===== config.mk =====
export PLATFORM = sky130hd
export DESIGN_NAME = fsled_top
export DESIGN_NICKNAME = d
export VERILOG_FILES = /design/src/inc/fsled_pkg.sv /design/src/rtl/fsled_cadence.sv /design/src/rtl/fsled_top.sv
export SDC_FILE = /design/constraint.sdc
export NUM_CORES = 1
export LEC_CHECK = 0
export ABC_AREA = 1
export BUFFER_PORTS_ARGS = -buffer_cell sky130_fd_sc_hd__buf_2
export CAP_MARGIN = 0
export CORE_ASPECT_RATIO = 0.6
export CORE_UTILIZATION = 55
export DETAILED_ROUTE_END_ITERATION = 6
export PLACE_DENSITY_LB_ADDON = 0.12
export SYNTH_ARGS = -nofsm -noshare
export SYNTH_HDL_FRONTEND = slang
export SYNTH_SLANG_ARGS = --single-unit

===== constraint.sdc =====
create_clock -name pclk -period 2.2 [get_ports pclk]
set_input_delay 0.22 -clock pclk [delete_from_list [all_inputs] [get_ports pclk]]
set_output_delay 0.22 -clock pclk [all_outputs]
set_load 0.02 [all_outputs]

===== src/inc/fsled_pkg.sv =====
// Overview of operation
// (RULE1) modbus mode: run led steady green while server communicates with a tcp connection
// (RULE2) modbus mode: run led flashes green when server ready, unconfigured or awaiting traffic
// (RULE3) modbus mode: run led dark while server task not ready
// (RULE4) modbus mode: green link led on with ethernet link, off without
// (RULE5) modbus mode: yellow led flickers during frame traffic, dark otherwise
// (RULE6) state-machine mode: run led dark in boot state
// (RULE7) state-machine mode: run led flashes green in configuration-exchange state
// (RULE8) state-machine mode: run led single flashes green in safe state
// (RULE9) state-machine mode: run led steady green in operational state
// (RULE10) state-machine mode: error led dark while running without error
// (RULE11) state-machine mode: error led flashes red on configuration error
// (RULE12) state-machine mode: error led single red flash after local state change
// (RULE13) state-machine mode: error led double red flash on process-data watchdog timeout
// (RULE14) state-machine mode: link led steady idle, flicker on traffic, dark unlinked; yellow dark
// (RULE15) cyclic mode: run led steady green with cyclic communication running
// (RULE16) cyclic mode: run led flashes green with cyclic communication stopped; the code keeps it dark while cyc_operating is low
// (RULE17) cyclic mode: triple red flash on shared-memory watchdog, steady red other errors
// (RULE18) cyclic mode: link led steady idle, flicker during traffic
// (RULE19) cyclic mode: link led dark without link; yellow led always dark
// (RULE20) cadences come from free-running counters with periods as constants
// (RULE21) static protocol select picks mapping; all leds dark during reset
package fsled_pkg;

  // ****************************************
  // timing (pclk 25 MHz)
  // ****************************************
  localparam int CLK_HZ = 25000000;
  localparam int FLICKER_MS = 50;
  localparam int FLASH_MS = 200;
  localparam int CLK_PER_MS = CLK_HZ / 1000;
  localparam int FLICKER_CYC = FLICKER_MS * CLK_PER_MS;
  localparam int FLASH_CYC = FLASH_MS * CLK_PER_MS;
  localparam int FLASH_SLOTS = 10;
  localparam int CNT_W = 24;

  // ****************************************
  // register map
  // ****************************************
  localparam logic [11:0] ADDR_CTRL = 12'h000;
  localparam logic [11:0] ADDR_STAT = 12'h004;
  localparam int CTRL_PROT_LSB = 0;
  localparam int CTRL_EN_BIT = 2;
  localparam logic [2:0] CTRL_RESET = 3'h4;

  // ****************************************
  // encodings
  // ****************************************
  typedef enum logic [1:0] {
    FSLED_PROT_MODBUS = 2'h0,
    FSLED_PROT_SM = 2'h1,
    FSLED_PROT_CYC = 2'h2
  } fsled_prot_t;

  typedef enum logic [1:0] {
    FSLED_SM_BOOT = 2'h0,
    FSLED_SM_CONFIG = 2'h1,
    FSLED_SM_SAFE = 2'h2,
    FSLED_SM_OPER = 2'h3
  } fsled_sm_t;

  typedef enum logic [2:0] {
    FSLED_PAT_OFF = 3'h0,
    FSLED_PAT_ON = 3'h1,
    FSLED_PAT_BLINK = 3'h2,
    FSLED_PAT_SINGLE = 3'h3,
    FSLED_PAT_DOUBLE = 3'h4,
    FSLED_PAT_TRIPLE = 3'h5,
    FSLED_PAT_FLICKER = 3'h6
  } fsled_pat_t;

endpackage : fsled_pkg


===== src/rtl/fsled_cadence.sv =====
`timescale 1ns/1ns
module fsled_cadence
  import fsled_pkg::*;
(
  // clock and reset
  input wire logic pclk,
  input wire logic presetn,
  // phase outputs
  output logic flicker_ph,
  output logic blink_ph,
  output logic single_ph,
  output logic double_ph,
  output logic triple_ph
);

  // ****************************************
  // free-running counters
  // ****************************************
  localparam logic [CNT_W-1:0] FLICK_LAST = CNT_W'(FLICKER_CYC - 1);
  localparam logic [CNT_W-1:0] FLASH_LAST = CNT_W'(FLASH_CYC - 1);
  localparam logic [3:0] SLOT_LAST = 4'(FLASH_SLOTS - 1);

  logic [CNT_W-1:0] fl_cnt_q;
  logic [CNT_W-1:0] fs_cnt_q;
  logic [3:0] slot_q;
  logic flick_q;
  wire fl_wrap = (fl_cnt_q == FLICK_LAST);
  wire fs_wrap = (fs_cnt_q == FLASH_LAST);

  always_ff @(posedge pclk or negedge presetn) begin // [RULE20]
    if (!presetn) begin
      fl_cnt_q <= '0;
      fs_cnt_q <= '0;
      slot_q <= '0;
      flick_q <= 1'b0;
    end else begin
      fl_cnt_q <= fl_wrap ? '0 : fl_cnt_q + 1'b1;
      fs_cnt_q <= fs_wrap ? '0 : fs_cnt_q + 1'b1;
      if (fl_wrap) flick_q <= ~flick_q;
      if (fs_wrap) slot_q <= (slot_q == SLOT_LAST) ? '0 : slot_q + 1'b1;
    end
  end

  // slot sequence: 10 slots, lit in 0 / 0,2 / 0,2,4; blink toggles per slot
  assign flicker_ph = flick_q;
  assign blink_ph = ~slot_q[0];
  assign single_ph = (slot_q == 4'h0);
  assign double_ph = (slot_q == 4'h0) || (slot_q == 4'h2);
  assign triple_ph = (slot_q == 4'h0) || (slot_q == 4'h2) || (slot_q == 4'h4);

  a_slot_range: assert property (@(posedge pclk) disable iff (!presetn) slot_q <= SLOT_LAST) // [RULE20]
    else $error("slot counter out of range");

endmodule : fsled_cadence


===== src/rtl/fsled_top.sv =====
`timescale 1ns/1ns
module fsled_top
  import fsled_pkg::*;
(
  // clock and reset
  input wire logic pclk,
  input wire logic presetn,
  // apb slave
  input wire logic psel,
  input wire logic penable,
  input wire logic pwrite,
  input wire logic [11:0] paddr,
  input wire logic [31:0] pwdata,
  output logic [31:0] prdata,
  output logic pready,
  output logic pslverr,
  // protocol stack status
  input wire logic srv_ready,
  input wire logic srv_configured,
  input wire logic srv_comm,
  input wire logic tcp_conn,
  input wire logic [1:0] sm_state,
  input wire logic sm_cfg_err,
  input wire logic sm_local_err,
  input wire logic sm_wdog_err,
  input wire logic cyc_operating,
  input wire logic cyc_running,
  input wire logic cyc_comm_err,
  input wire logic shared_memory_wdog,
  // phy status
  input wire logic eth_link,
  input wire logic eth_activity,
  // leds
  output logic led_run_green,
  output logic led_err_red,
  output logic led_link_green,
  output logic led_act_yellow
);

  // ****************************************
  // apb slave
  // ****************************************
  logic [2:0] ctrl_q;
  wire acc = psel && penable;
  wire hit_ctrl = (paddr == ADDR_CTRL);
  wire hit_stat = (paddr == ADDR_STAT);
  wire wr_ctrl = acc && pwrite && hit_ctrl;
  // static select: written by the same ctrl write as the led enable, which reset already sets
  wire [1:0] prot_sel = ctrl_q[CTRL_PROT_LSB+1:CTRL_PROT_LSB];
  wire leds_en = ctrl_q[CTRL_EN_BIT];

  assign pready = 1'b1;
  assign pslverr = acc && !(hit_ctrl || hit_stat);

  always_ff @(posedge pclk or negedge presetn) begin
    if (!presetn) begin
      ctrl_q <= CTRL_RESET;
    end else if (wr_ctrl) begin
      ctrl_q <= pwdata[2:0];
    end
  end

  // ****************************************
  // cadence
  // ****************************************
  logic flicker_ph;
  logic blink_ph;
  logic single_ph;
  logic double_ph;
  logic triple_ph;

  fsled_cadence u_cad (
    .pclk(pclk),
    .presetn(presetn),
    .flicker_ph(flicker_ph),
    .blink_ph(blink_ph),
    .single_ph(single_ph),
    .double_ph(double_ph),
    .triple_ph(triple_ph)
  );

  function automatic logic pat_level(input fsled_pat_t p, input logic fk, input logic bl,
                                     input logic s1, input logic s2, input logic s3);
    logic v;
    v = 1'b0;
    unique case (p)
      FSLED_PAT_OFF: v = 1'b0;
      FSLED_PAT_ON: v = 1'b1;
      FSLED_PAT_BLINK: v = bl;
      FSLED_PAT_SINGLE: v = s1;
      FSLED_PAT_DOUBLE: v = s2;
      FSLED_PAT_TRIPLE: v = s3;
      FSLED_PAT_FLICKER: v = fk;
      default: v = 1'b0;
    endcase
    return v;
  endfunction : pat_level

  // ****************************************
  // modbus mapping
  // ****************************************
  fsled_pat_t mb_run;
  fsled_pat_t mb_link;
  fsled_pat_t mb_act;
  assign mb_run = !srv_ready ? FSLED_PAT_OFF : // [RULE3]
                  (srv_comm && tcp_conn) ? FSLED_PAT_ON : // [RULE1]
                  FSLED_PAT_BLINK; // [RULE2]
  assign mb_link = eth_link ? FSLED_PAT_ON : FSLED_PAT_OFF; // [RULE4]
  assign mb_act = eth_activity ? FSLED_PAT_FLICKER : FSLED_PAT_OFF; // [RULE5]

  // ****************************************
  // state-machine fieldbus mapping
  // ****************************************
  fsled_pat_t sm_run;
  fsled_pat_t sm_err;
  fsled_pat_t eth_la;
  always_comb begin
    unique case (fsled_sm_t'(sm_state))
      FSLED_SM_BOOT: sm_run = FSLED_PAT_OFF; // [RULE6]
      FSLED_SM_CONFIG: sm_run = FSLED_PAT_BLINK; // [RULE7]
      FSLED_SM_SAFE: sm_run = FSLED_PAT_SINGLE; // [RULE8]
      FSLED_SM_OPER: sm_run = FSLED_PAT_ON; // [RULE9]
    endcase
  end
  // watchdog timeout outranks local change, which outranks config error
  assign sm_err = sm_wdog_err ? FSLED_PAT_DOUBLE : // [RULE13]
                  sm_local_err ? FSLED_PAT_SINGLE : // [RULE12]
                  sm_cfg_err ? FSLED_PAT_BLINK : // [RULE11]
                  FSLED_PAT_OFF; // [RULE10]
  // shared by both fieldbus modes
  assign eth_la = !eth_link ? FSLED_PAT_OFF : // [RULE14] [RULE19]
                  eth_activity ? FSLED_PAT_FLICKER : FSLED_PAT_ON; // [RULE14] [RULE18]

  // ****************************************
  // cyclic-station mapping
  // ****************************************
  fsled_pat_t cy_run;
  fsled_pat_t cy_err;
  assign cy_run = !cyc_operating ? FSLED_PAT_OFF :
                  cyc_running ? FSLED_PAT_ON : // [RULE15]
                  FSLED_PAT_BLINK; // [RULE16]
  assign cy_err = shared_memory_wdog ? FSLED_PAT_TRIPLE : // [RULE17]
                  cyc_comm_err ? FSLED_PAT_ON : FSLED_PAT_OFF; // [RULE17]

  // ****************************************
  // protocol select
  // ****************************************
  fsled_pat_t run_p;
  fsled_pat_t err_p;
  fsled_pat_t link_p;
  fsled_pat_t act_p;
  always_comb begin // [RULE21]
    run_p = FSLED_PAT_OFF;
    err_p = FSLED_PAT_OFF;
    link_p = FSLED_PAT_OFF;
    act_p = FSLED_PAT_OFF;
    unique case (fsled_prot_t'(prot_sel))
      FSLED_PROT_MODBUS: begin
        run_p = mb_run;
        link_p = mb_link;
        act_p = mb_act;
      end
      FSLED_PROT_SM: begin
        run_p = sm_run;
        err_p = sm_err;
        link_p = eth_la;
      end
      FSLED_PROT_CYC: begin
        run_p = cy_run;
        err_p = cy_err;
        link_p = eth_la;
      end
      default: begin
        run_p = FSLED_PAT_OFF;
      end
    endcase
  end

  // ****************************************
  // led flops, dark in reset
  // ****************************************
  wire run_d = leds_en && pat_level(run_p, flicker_ph, blink_ph, single_ph, double_ph, triple_ph);
  wire err_d = leds_en && pat_level(err_p, flicker_ph, blink_ph, single_ph, double_ph, triple_ph);
  wire link_d = leds_en && pat_level(link_p, flicker_ph, blink_ph, single_ph, double_ph, triple_ph);
  wire act_d = leds_en && pat_level(act_p, flicker_ph, blink_ph, single_ph, double_ph, triple_ph);

  always_ff @(posedge pclk or negedge presetn) begin
    if (!presetn) begin // [RULE21]
      led_run_green <= 1'b0;
      led_err_red <= 1'b0;
      led_link_green <= 1'b0;
      led_act_yellow <= 1'b0;
    end else begin
      led_run_green <= run_d;
      led_err_red <= err_d;
      led_link_green <= link_d;
      led_act_yellow <= act_d;
    end
  end

  // status read: live leds, select and enable
  wire [31:0] stat_word = {24'h000000, led_act_yellow, led_link_green, led_err_red, led_run_green, 1'b0, ctrl_q};
  wire [31:0] rd_mux = hit_ctrl ? {29'h00000000, ctrl_q} : hit_stat ? stat_word : 32'h00000000;

  always_ff @(posedge pclk or negedge presetn) begin
    if (!presetn) begin
      prdata <= 32'h00000000;
    end else if (psel && !penable && !pwrite) begin
      prdata <= rd_mux;
    end
  end

  // ****************************************
  // checks
  // ****************************************
  // sampled reset keeps the release edge out of the antecedents: leds are still dark there
  wire mb_on = presetn && leds_en && prot_sel == 2'h0;
  wire sm_on = presetn && leds_en && prot_sel == 2'h1;
  wire cy_on = presetn && leds_en && prot_sel == 2'h2;

  a_mb_run_off: assert property (@(posedge pclk) disable iff (!presetn) // [RULE3]
    mb_on && !srv_ready |=> !led_run_green) else $error("run led lit while server not ready");
  a_mb_run_on: assert property (@(posedge pclk) disable iff (!presetn) // [RULE1]
    mb_on && srv_ready && srv_comm && tcp_conn |=> led_run_green) else $error("run led not steady");
  a_mb_link: assert property (@(posedge pclk) disable iff (!presetn) // [RULE4]
    mb_on |=> led_link_green == $past(eth_link)) else $error("link led wrong");
  a_mb_act_off: assert property (@(posedge pclk) disable iff (!presetn) // [RULE5]
    mb_on && !eth_activity |=> !led_act_yellow) else $error("activity led lit idle");
  a_sm_boot_off: assert property (@(posedge pclk) disable iff (!presetn) // [RULE6]
    sm_on && sm_state == 2'h0 |=> !led_run_green) else $error("run led lit in boot");
  a_sm_oper_on: assert property (@(posedge pclk) disable iff (!presetn) // [RULE9]
    sm_on && sm_state == 2'h3 |=> led_run_green) else $error("run led not steady in oper");
  a_sm_err_off: assert property (@(posedge pclk) disable iff (!presetn) // [RULE10]
    sm_on && !sm_cfg_err && !sm_local_err && !sm_wdog_err |=> !led_err_red) else $error("error led lit");
  a_sm_yellow: assert property (@(posedge pclk) disable iff (!presetn) // [RULE14]
    !mb_on |=> !led_act_yellow) else $error("yellow led lit outside modbus");
  a_cy_link_off: assert property (@(posedge pclk) disable iff (!presetn) // [RULE19]
    cy_on && !eth_link |=> !led_link_green) else $error("link led lit without link");
  a_cy_err_on: assert property (@(posedge pclk) disable iff (!presetn) // [RULE17]
    cy_on && cyc_comm_err && !shared_memory_wdog |=> led_err_red) else $error("error led not steady");
  a_cy_run_on: assert property (@(posedge pclk) disable iff (!presetn) // [RULE15]
    cy_on && cyc_operating && cyc_running |=> led_run_green) else $error("cyclic run led not steady");

  c_mb_flash: cover property (@(posedge pclk) disable iff (!presetn) mb_on && mb_run == FSLED_PAT_BLINK);
  c_sm_double: cover property (@(posedge pclk) disable iff (!presetn) sm_on && sm_wdog_err && led_err_red);
  c_cy_triple: cover property (@(posedge pclk) disable iff (!presetn) cy_on && shared_memory_wdog && led_err_red);

endmodule : fsled_top


==> metrics, run 1 <==
gr ovfl total 0; share of the cycle needed by the critical path after routing 80.7%; Initial DRC Count 301; Max rail drop VDD 0.352 mV; post-route insts no fill 786; cell type contributing the most total cell area after synthesis sky130_fd_sc_hd__dfrtp_1; area of the die 8220 um2; Relative slew margins 43.4%; boundary pin count 102; post-route core utilization 65.6%; fraction of post-synthesis cell area in the top cell type by area 38.2%; Pwr per Cell Area ~550 nW/um2; unrepaired setup endpoints after global routing false; core area 7420 um2; Longest Clk Path Bufs 2; final antenna-violating net count 0; Final setup violation count 0; Critical Path, Cell by Cell inv_1 > ha_1 > a21oi_1 > nor3_1 > inv_1 > ha_1 > nor3_1; PortBufs 45; unique cell type count in the Yosys netlist 27; final worst-path setup slack between 400 and 500 ps; worst reg-to-reg path cell count 7; post-synthesis cell area 4320 um2; Final #Nets 752; height of the chip slightly above 70 um; family of cells with the greatest summed delay on the critical path adder cells; Synth Flop Type sky130_fd_sc_hd__dfrtp_1; highest attainable clock frequency 563 MHz; Detailed Routing Iterations Pass 1 5; Via Count 3956; sequential fraction of the synthesis area 38.9%; share of power burned in registers between 40% and 50%; max-slew violation count 0; violated checks hold timing; Critical R2R Capture led_link_green$_DFF_PN0_; Routed WL about 9700 um; Net Sw Power 595 uW; setup slack on the worst flop-to-flop path 420 ps; largest stage delay on the critical path 420 ps; placement-stage worst setup slack 438 ps; diode insertion count for antenna repair 0; proportion of power drawn by combinational gates 4.8%; detailed-route DRC error count 0; Clock Pin Slew Worst Setup and Hold Paths 50 ps; slew at the pin with the worst max-slew slack 849 ps; slowest cell on the critical path sky130_fd_sc_hd__dfrtp_1; HPWL after detailed placement between 7000 and 8000 um; path type of the worst setup path flop to flop; clock sink total 67; crit start category flop; number of buffers created by CTS 9; post-synthesis sequential element count 67; CTS tree built; Async S/R FF share, synth 100%; most numerous cell types in the synthesized netlist 151 x sky130_fd_sc_hd__nand2_1, 104 x sky130_fd_sc_hd__nor2_1, 100 x sky130_fd_sc_hd__inv_1; beginning of the worst register-to-register path ctrl_q[0]$_DFFE_PN0P_; relative contribution of the clock network to total power 49.3%; final weighted congestion in routability-driven placement between 0.9 and 1; area post-placement ~4600 um2; Filler Cell Count approximately 660; Resized Gates After CTS 0; Max Cap Viol 0; count of standard-cell rows 24; count of flip-flops with a built-in enable after synthesis 0; Bufs and invs on worst path 2; largest cells by area after synthesis sky130_fd_sc_hd__dfrtp_1 38%, sky130_fd_sc_hd__nand2_1 13%, sky130_fd_sc_hd__nor2_1 9.0%; data required time at the worst endpoint 2450 ps; pin count of the biggest net entering global routing 40; Min Hold Slack -9.71 ps; net switching share of the total power between 20% and 30%; via count of the first global-routing pass 3675; mean post-synth cell area 6.96 um2; first-pass GRT wire length 16800 um; average wire per standard cell 12.4 um; all-layer global routing usage 26.4%; gate count of the mapped netlist 620; most frequent cell after synthesis sky130_fd_sc_hd__nand2_1; post-CTS repair timing setup buffer count 0; result of the run finished, violations left; antenna violations before repair 0; overall power consumption 2.69 mW; share of layout cells above drive strength 1 12.9%; Internal Dissipation 2.09 mW; crit path time final 1780 ps; arrival time of the worst setup path 2030 ps; Hold Crit Class primary input to asynchronous set/reset pin; Design Area, Final 4870 um2; clock root cell sky130_fd_sc_hd__clkbuf_16; starting density of the core roughly 58%; Area Growth Syn to Fin 12.7%; die width 116 um; type of element capturing the critical path flop; setup_tns 0 ps; Max Fanout on Critical Path 5; via density per instance about 5.0; insertion delay to the later sink of the worst-skew pair 330 ps; number of hold-slack violations in the final timing report 4; count of yosys warnings during synthesis 0; # hold bufs at CTS 0; cell leakage power about 2.6 nW; H-tree lvl count 3; clock skew after layout 5.93 ps; placed cell count 770
## power by group through the flow
stage | Sequential, mW | Combinational, mW | Clock (mW)
floorplan | 1.26 | 0.0918 | 0
global placement | 1.26 | 0.126 | 0
detailed placement | 1.26 | 0.129 | 0
CTS | 1.23 | 0.129 | 1.35
global route | 1.23 | 0.146 | 1.39
finish | 1.23 | 0.128 | 1.32
## flip-flops by register name, summed over array words and instances, names as in the netlist
signal and count:
u_cad.fl_cnt_q 24, u_cad.fs_cnt_q 24, prdata 7, u_cad.slot_q 4
ctrl_q 3, led_act_yellow 1, led_err_red 1, led_link_green 1
led_run_green 1, u_cad.flicker_ph 1
## per-layer routing
| layer | GRT usage (%) | wire (um) | up-vias |
|---|---|---|---|
| li1 | - | - | 1971 |
| met5 | 0 | 0 | - |
| met2 | 36.9 | 3850 | 170 |
| met4 | 5.13 | 72 | 0 |
| met1 | 40.2 | 5020 | 1808 |
| met3 | 7.88 | 799 | 7 |
## worst reg2reg max path: cells and delay by family (launching register included)
family / cells / cell delay [ps]
compound gates: 1 / 80
fa+ha+maj: 2 / 630
buf+inv: 2 / 190
flops: 1 / 420
simple gates: 2 / 390
## cells in the final DEF, fill, tap and decap left out, drive strengths merged, types with 14 or more instances in the layout
cell type,instances
xor2,21
conb,26
dfrtp,66
o21ai,16
nor2,113
nand2,154
nand4,22
nand3,51
buf,51
clkbuf,14
inv,104
## worst max-delay path by stage
| stage | startpoint | end | slack, ps | cells past startpoint |
|---|---|---|---|---|
| 4_1_cts | ctrl_q[0]$_DFFE_PN0P_ | led_link_green$_DFF_PN0_ | 430 | 7 |
| 2_1_floorplan | ctrl_q[0]$_DFFE_PN0P_ | led_link_green$_DFF_PN0_ | 620 | 7 |
| 5_1_grt | u_cad.fl_cnt_q[0]$_DFF_PN0_ | u_cad.fl_cnt_q[6]$_DFF_PN0_ | 300 | 8 |
| 3_3_place_gp | ctrl_q[0]$_DFFE_PN0P_ | led_link_green$_DFF_PN0_ | 490 | 7 |
| 3_5_place_dp | ctrl_q[0]$_DFFE_PN0P_ | led_link_green$_DFF_PN0_ | 440 | 7 |
| 6_report | ctrl_q[0]$_DFFE_PN0P_ | led_link_green$_DFF_PN0_ | 420 | 7 |
## layout make-up
class                      count  area [um2]  area share, %
clock buffer                  14         264           5.42
timing repair buffer          51         270           5.55
tap                          104         130           2.67
inverter                     105         395           8.12
sequential                    67        1680           34.5
multi-input combinational    443        2120           43.5
clock inverter                 2        10.0          0.206
## cell families (layout without fill, tap and decap cells)
logic type               Yosys count  after routing  synth area share [%]
other                              2             26                 0.174
AO/OA/AOI/OAI                     27             27                  3.13
buffers and inverters            134            172                  14.1
AND/OR/NAND/NOR                  355            355                  35.6
XOR/XNOR                          24             24                  4.87
flip-flops                        67             67                  38.9
adder cells (fa/ha/maj)           11             11                  3.19
Note: power is estimated with default switching activity, not from simulation.
==> inputs of run 2 (changes only) <==
Settings changed: ABC_AREA 1 to 0, CORE_UTILIZATION 55 to 47.
Clock period 2.2 ns to 1.5 ns, I/O delays scaled along.
==> metrics, run 2 <==
registers with the most flip-flops u_cad.fl_cnt_q x24, u_cad.fs_cnt_q x24, prdata x7; violated checks setup timing; all-layer global routing usage between 20% and 30%; area post-placement 4570 um2; via density per instance 5.17; Net Sw Power 872 uW; type of element capturing the critical path flop; H-tree lvl count 3; most frequent cell after synthesis sky130_fd_sc_hd__dfrtp_1; Synth Flop Type sky130_fd_sc_hd__dfrtp_1; number of hold-slack violations in the final timing report 0; result of the run finished, violations left; largest cells by area after synthesis sky130_fd_sc_hd__dfrtp_1 45%, sky130_fd_sc_hd__xnor2_1 7.2%, sky130_fd_sc_hd__buf_4 5.4%; crit path time final around 1800 ps; insertion delay to the later sink of the worst-skew pair about 340 ps; placement-stage worst setup slack -238 ps; gr ovfl total 0; post-synthesis cell area 3650 um2; final worst-path setup slack -250 ps; most numerous cell types in the synthesized netlist 66 x sky130_fd_sc_hd__dfrtp_1, 30 x sky130_fd_sc_hd__xnor2_1, 26 x sky130_fd_sc_hd__buf_4; count of standard-cell rows 24; Area Growth Syn to Fin 44.7%; arrival time of the worst setup path 2010 ps; Via Count 3141; Max Cap Viol 0; count of yosys warnings during synthesis 0; Internal Dissipation 3.05 mW; clock sink total 67; gate count of the mapped netlist 354; CTS tree built; largest stage delay on the critical path 560 ps; die width around 120 um; count of flip-flops with a built-in enable after synthesis 0; antenna violations before repair 0; diode insertion count for antenna repair 0; final antenna-violating net count 0; mean post-synth cell area 10.3 um2; core area 7390 um2; Max rail drop VDD 0.659 mV; detailed-route DRC error count 0; crit start category flop; average wire per standard cell 14.8 um; unique cell type count in the Yosys netlist 53; boundary pin count roughly 100; relative contribution of the clock network to total power 48.9%; post-synthesis sequential element count 67; height of the chip 70.2 um; PortBufs 45; highest attainable clock frequency 571 MHz; Relative slew margins 63.0%; Final #Nets 576; family of cells with the greatest summed delay on the critical path simple AND/OR/NAND/NOR gates; Routed WL between 9000 and 10000 um; Final setup violation count 32; area of the die 8130 um2; via count of the first global-routing pass 2984; slowest cell on the critical path sky130_fd_sc_hd__or4_4; proportion of power drawn by combinational gates 4.9%; Detailed Routing Iterations Pass 1 4; Pwr per Cell Area approximately 740 nW/um2; HPWL after detailed placement 6330 um; Bufs and invs on worst path 1; final weighted congestion in routability-driven placement between 0.7 and 0.8; path type of the worst setup path flop to flop; max-slew violation count 0; starting density of the core 49.4%; share of power burned in registers 46.2%; first-pass GRT wire length 14200 um; Longest Clk Path Bufs 2; post-route insts no fill 608; slew at the pin with the worst max-slew slack 555 ps; Design Area, Final approximately 5300 um2; share of layout cells above drive strength 1 43.5%; Clock Pin Slew Worst Setup and Hold Paths 50 ps; sequential fraction of the synthesis area 46.0%; number of buffers created by CTS 9; Hold Crit Class primary input to flop; cell type contributing the most total cell area after synthesis sky130_fd_sc_hd__dfrtp_1; Async S/R FF share, synth 100%; cell leakage power 2.47 nW; most common library cell in the layout ignoring fill and taps sky130_fd_sc_hd__buf_4; clock skew after layout 7.60 ps; clock root cell sky130_fd_sc_hd__clkbuf_16; data required time at the worst endpoint 1760 ps; pin count of the biggest net entering global routing 30; most frequent cells in the layout 77 x sky130_fd_sc_hd__buf_4, 64 x sky130_fd_sc_hd__dfrtp_1, 45 x sky130_fd_sc_hd__buf_2, 29 x sky130_fd_sc_hd__xnor2_1, 26 x sky130_fd_sc_hd__conb_1; unrepaired setup endpoints after global routing true; Initial DRC Count between 150 and 200; Critical Path, Cell by Cell nand4b_1 > or4_4 > buf_8 > o41ai_4 > nor2b_1; placed cell count 580; share of the cycle needed by the critical path after routing 117%; Min Hold Slack 46.2 ps; net switching share of the total power 22.2%; setup_tns -4910 ps; Max Fanout on Critical Path 5; fraction of post-synthesis cell area in the top cell type by area 45.3%
-- run 2: cell count changes after synthesis, sizes merged, moves of 27 or more --
cell / change
nand3: -30
nand2: -129
inv: -87
nor2: -88
xnor2: +27
-- run 2: timing repair --
item,4_1_cts,5_1_grt
pin swaps,18,29
gates resized for setup,20,56
hold endpoints to repair,17,0
setup buffers,6,5
hold buffers,1,0
gates cloned,2,0
endpoints found under the setup margin,40,47
-- run 2: cell type report --
type,count,area (um2)
Tap cell,104,130
Fill cell,539,2110
Timing Repair Buffer,139,1020
Clock buffer,11,253
Clock inverter,3,15.0
Sequential cell,67,1680
Inverter,17,68.8
Multi-Input combinational cell,267,2110
-- run 2: kinds of logic (layout without fill, tap and decap cells) --
family                     after synthesis  count (layout)  synth area share [%]
AOI/OAI and AO/OA                       44              44                  8.58
xor gates and xnor gates                39              39                  9.37
adders and majority gates               11              11                  3.77
buffers and inverters                   45             170                  7.72
DFF                                     67              67                  46.0
muxes                                    7               7                  2.02
other                                    2              26                 0.206
and+or+nand+nor                        139             140                  22.3
-- run 2: final timing paths --
kind                       depth (start not counted)  slack (ps)                            to                         start
setup / recovery                                   5        -250   u_cad.slot_q[1]$_DFFE_PN0N_  u_cad.fs_cnt_q[17]$_DFF_PN0_
min in group asynchronous                          2         340  u_cad.fs_cnt_q[15]$_DFF_PN0_                       presetn
setup reg to reg                                   5        -250   u_cad.slot_q[1]$_DFFE_PN0N_  u_cad.fs_cnt_q[17]$_DFF_PN0_
max in group asynchronous                          3         620  u_cad.fl_cnt_q[22]$_DFF_PN0_                       presetn
hold reg to reg                                    1         480  u_cad.fl_cnt_q[17]$_DFF_PN0_  u_cad.fl_cnt_q[17]$_DFF_PN0_
hold / removal                                     2          50         ctrl_q[2]$_DFFE_PN1P_                     pwdata[2]
-- run 2: power by group through the flow --
stage                     Combinational [mW]  Clock (mW)  Sequential, mW
after CTS                              0.195        1.95            1.81
final                                  0.194        1.91            1.81
after detailed placement               0.192           0            1.84
after floorplan                        0.135           0            1.84
after global routing                   0.220        2.04            1.81
after global placement                 0.188           0            1.84
-- run 2: per-layer routing --
layer	wire length, um	vias to the layer above	GRT usage, %	share of wire [%]
met5	0	-	0	0
met4	99	0	6.41	1.1
met3	524	10	7.29	5.8
met2	4000	84	33.5	44
met1	4410	1535	33.9	49
li1	-	1512	-	-
-- run 2: metrics by stage --
step           total power, mW  util (%)
5_1_grt                   4.07      71.4
4_1_cts                   3.95      67.5
6_report                  3.92      71.4
3_3_place_gp              2.03      61.8
3_5_place_dp              2.03      61.8
2_1_floorplan             1.98         -
-- run 2: worst reg2reg max path: stages, from the launching register on --
cell                       delay, ps
sky130_fd_sc_hd__dfrtp_1         380
sky130_fd_sc_hd__nand4b_1        180
sky130_fd_sc_hd__or4_4           560
sky130_fd_sc_hd__buf_8           170
sky130_fd_sc_hd__o41ai_4         220
sky130_fd_sc_hd__nor2b_1         180
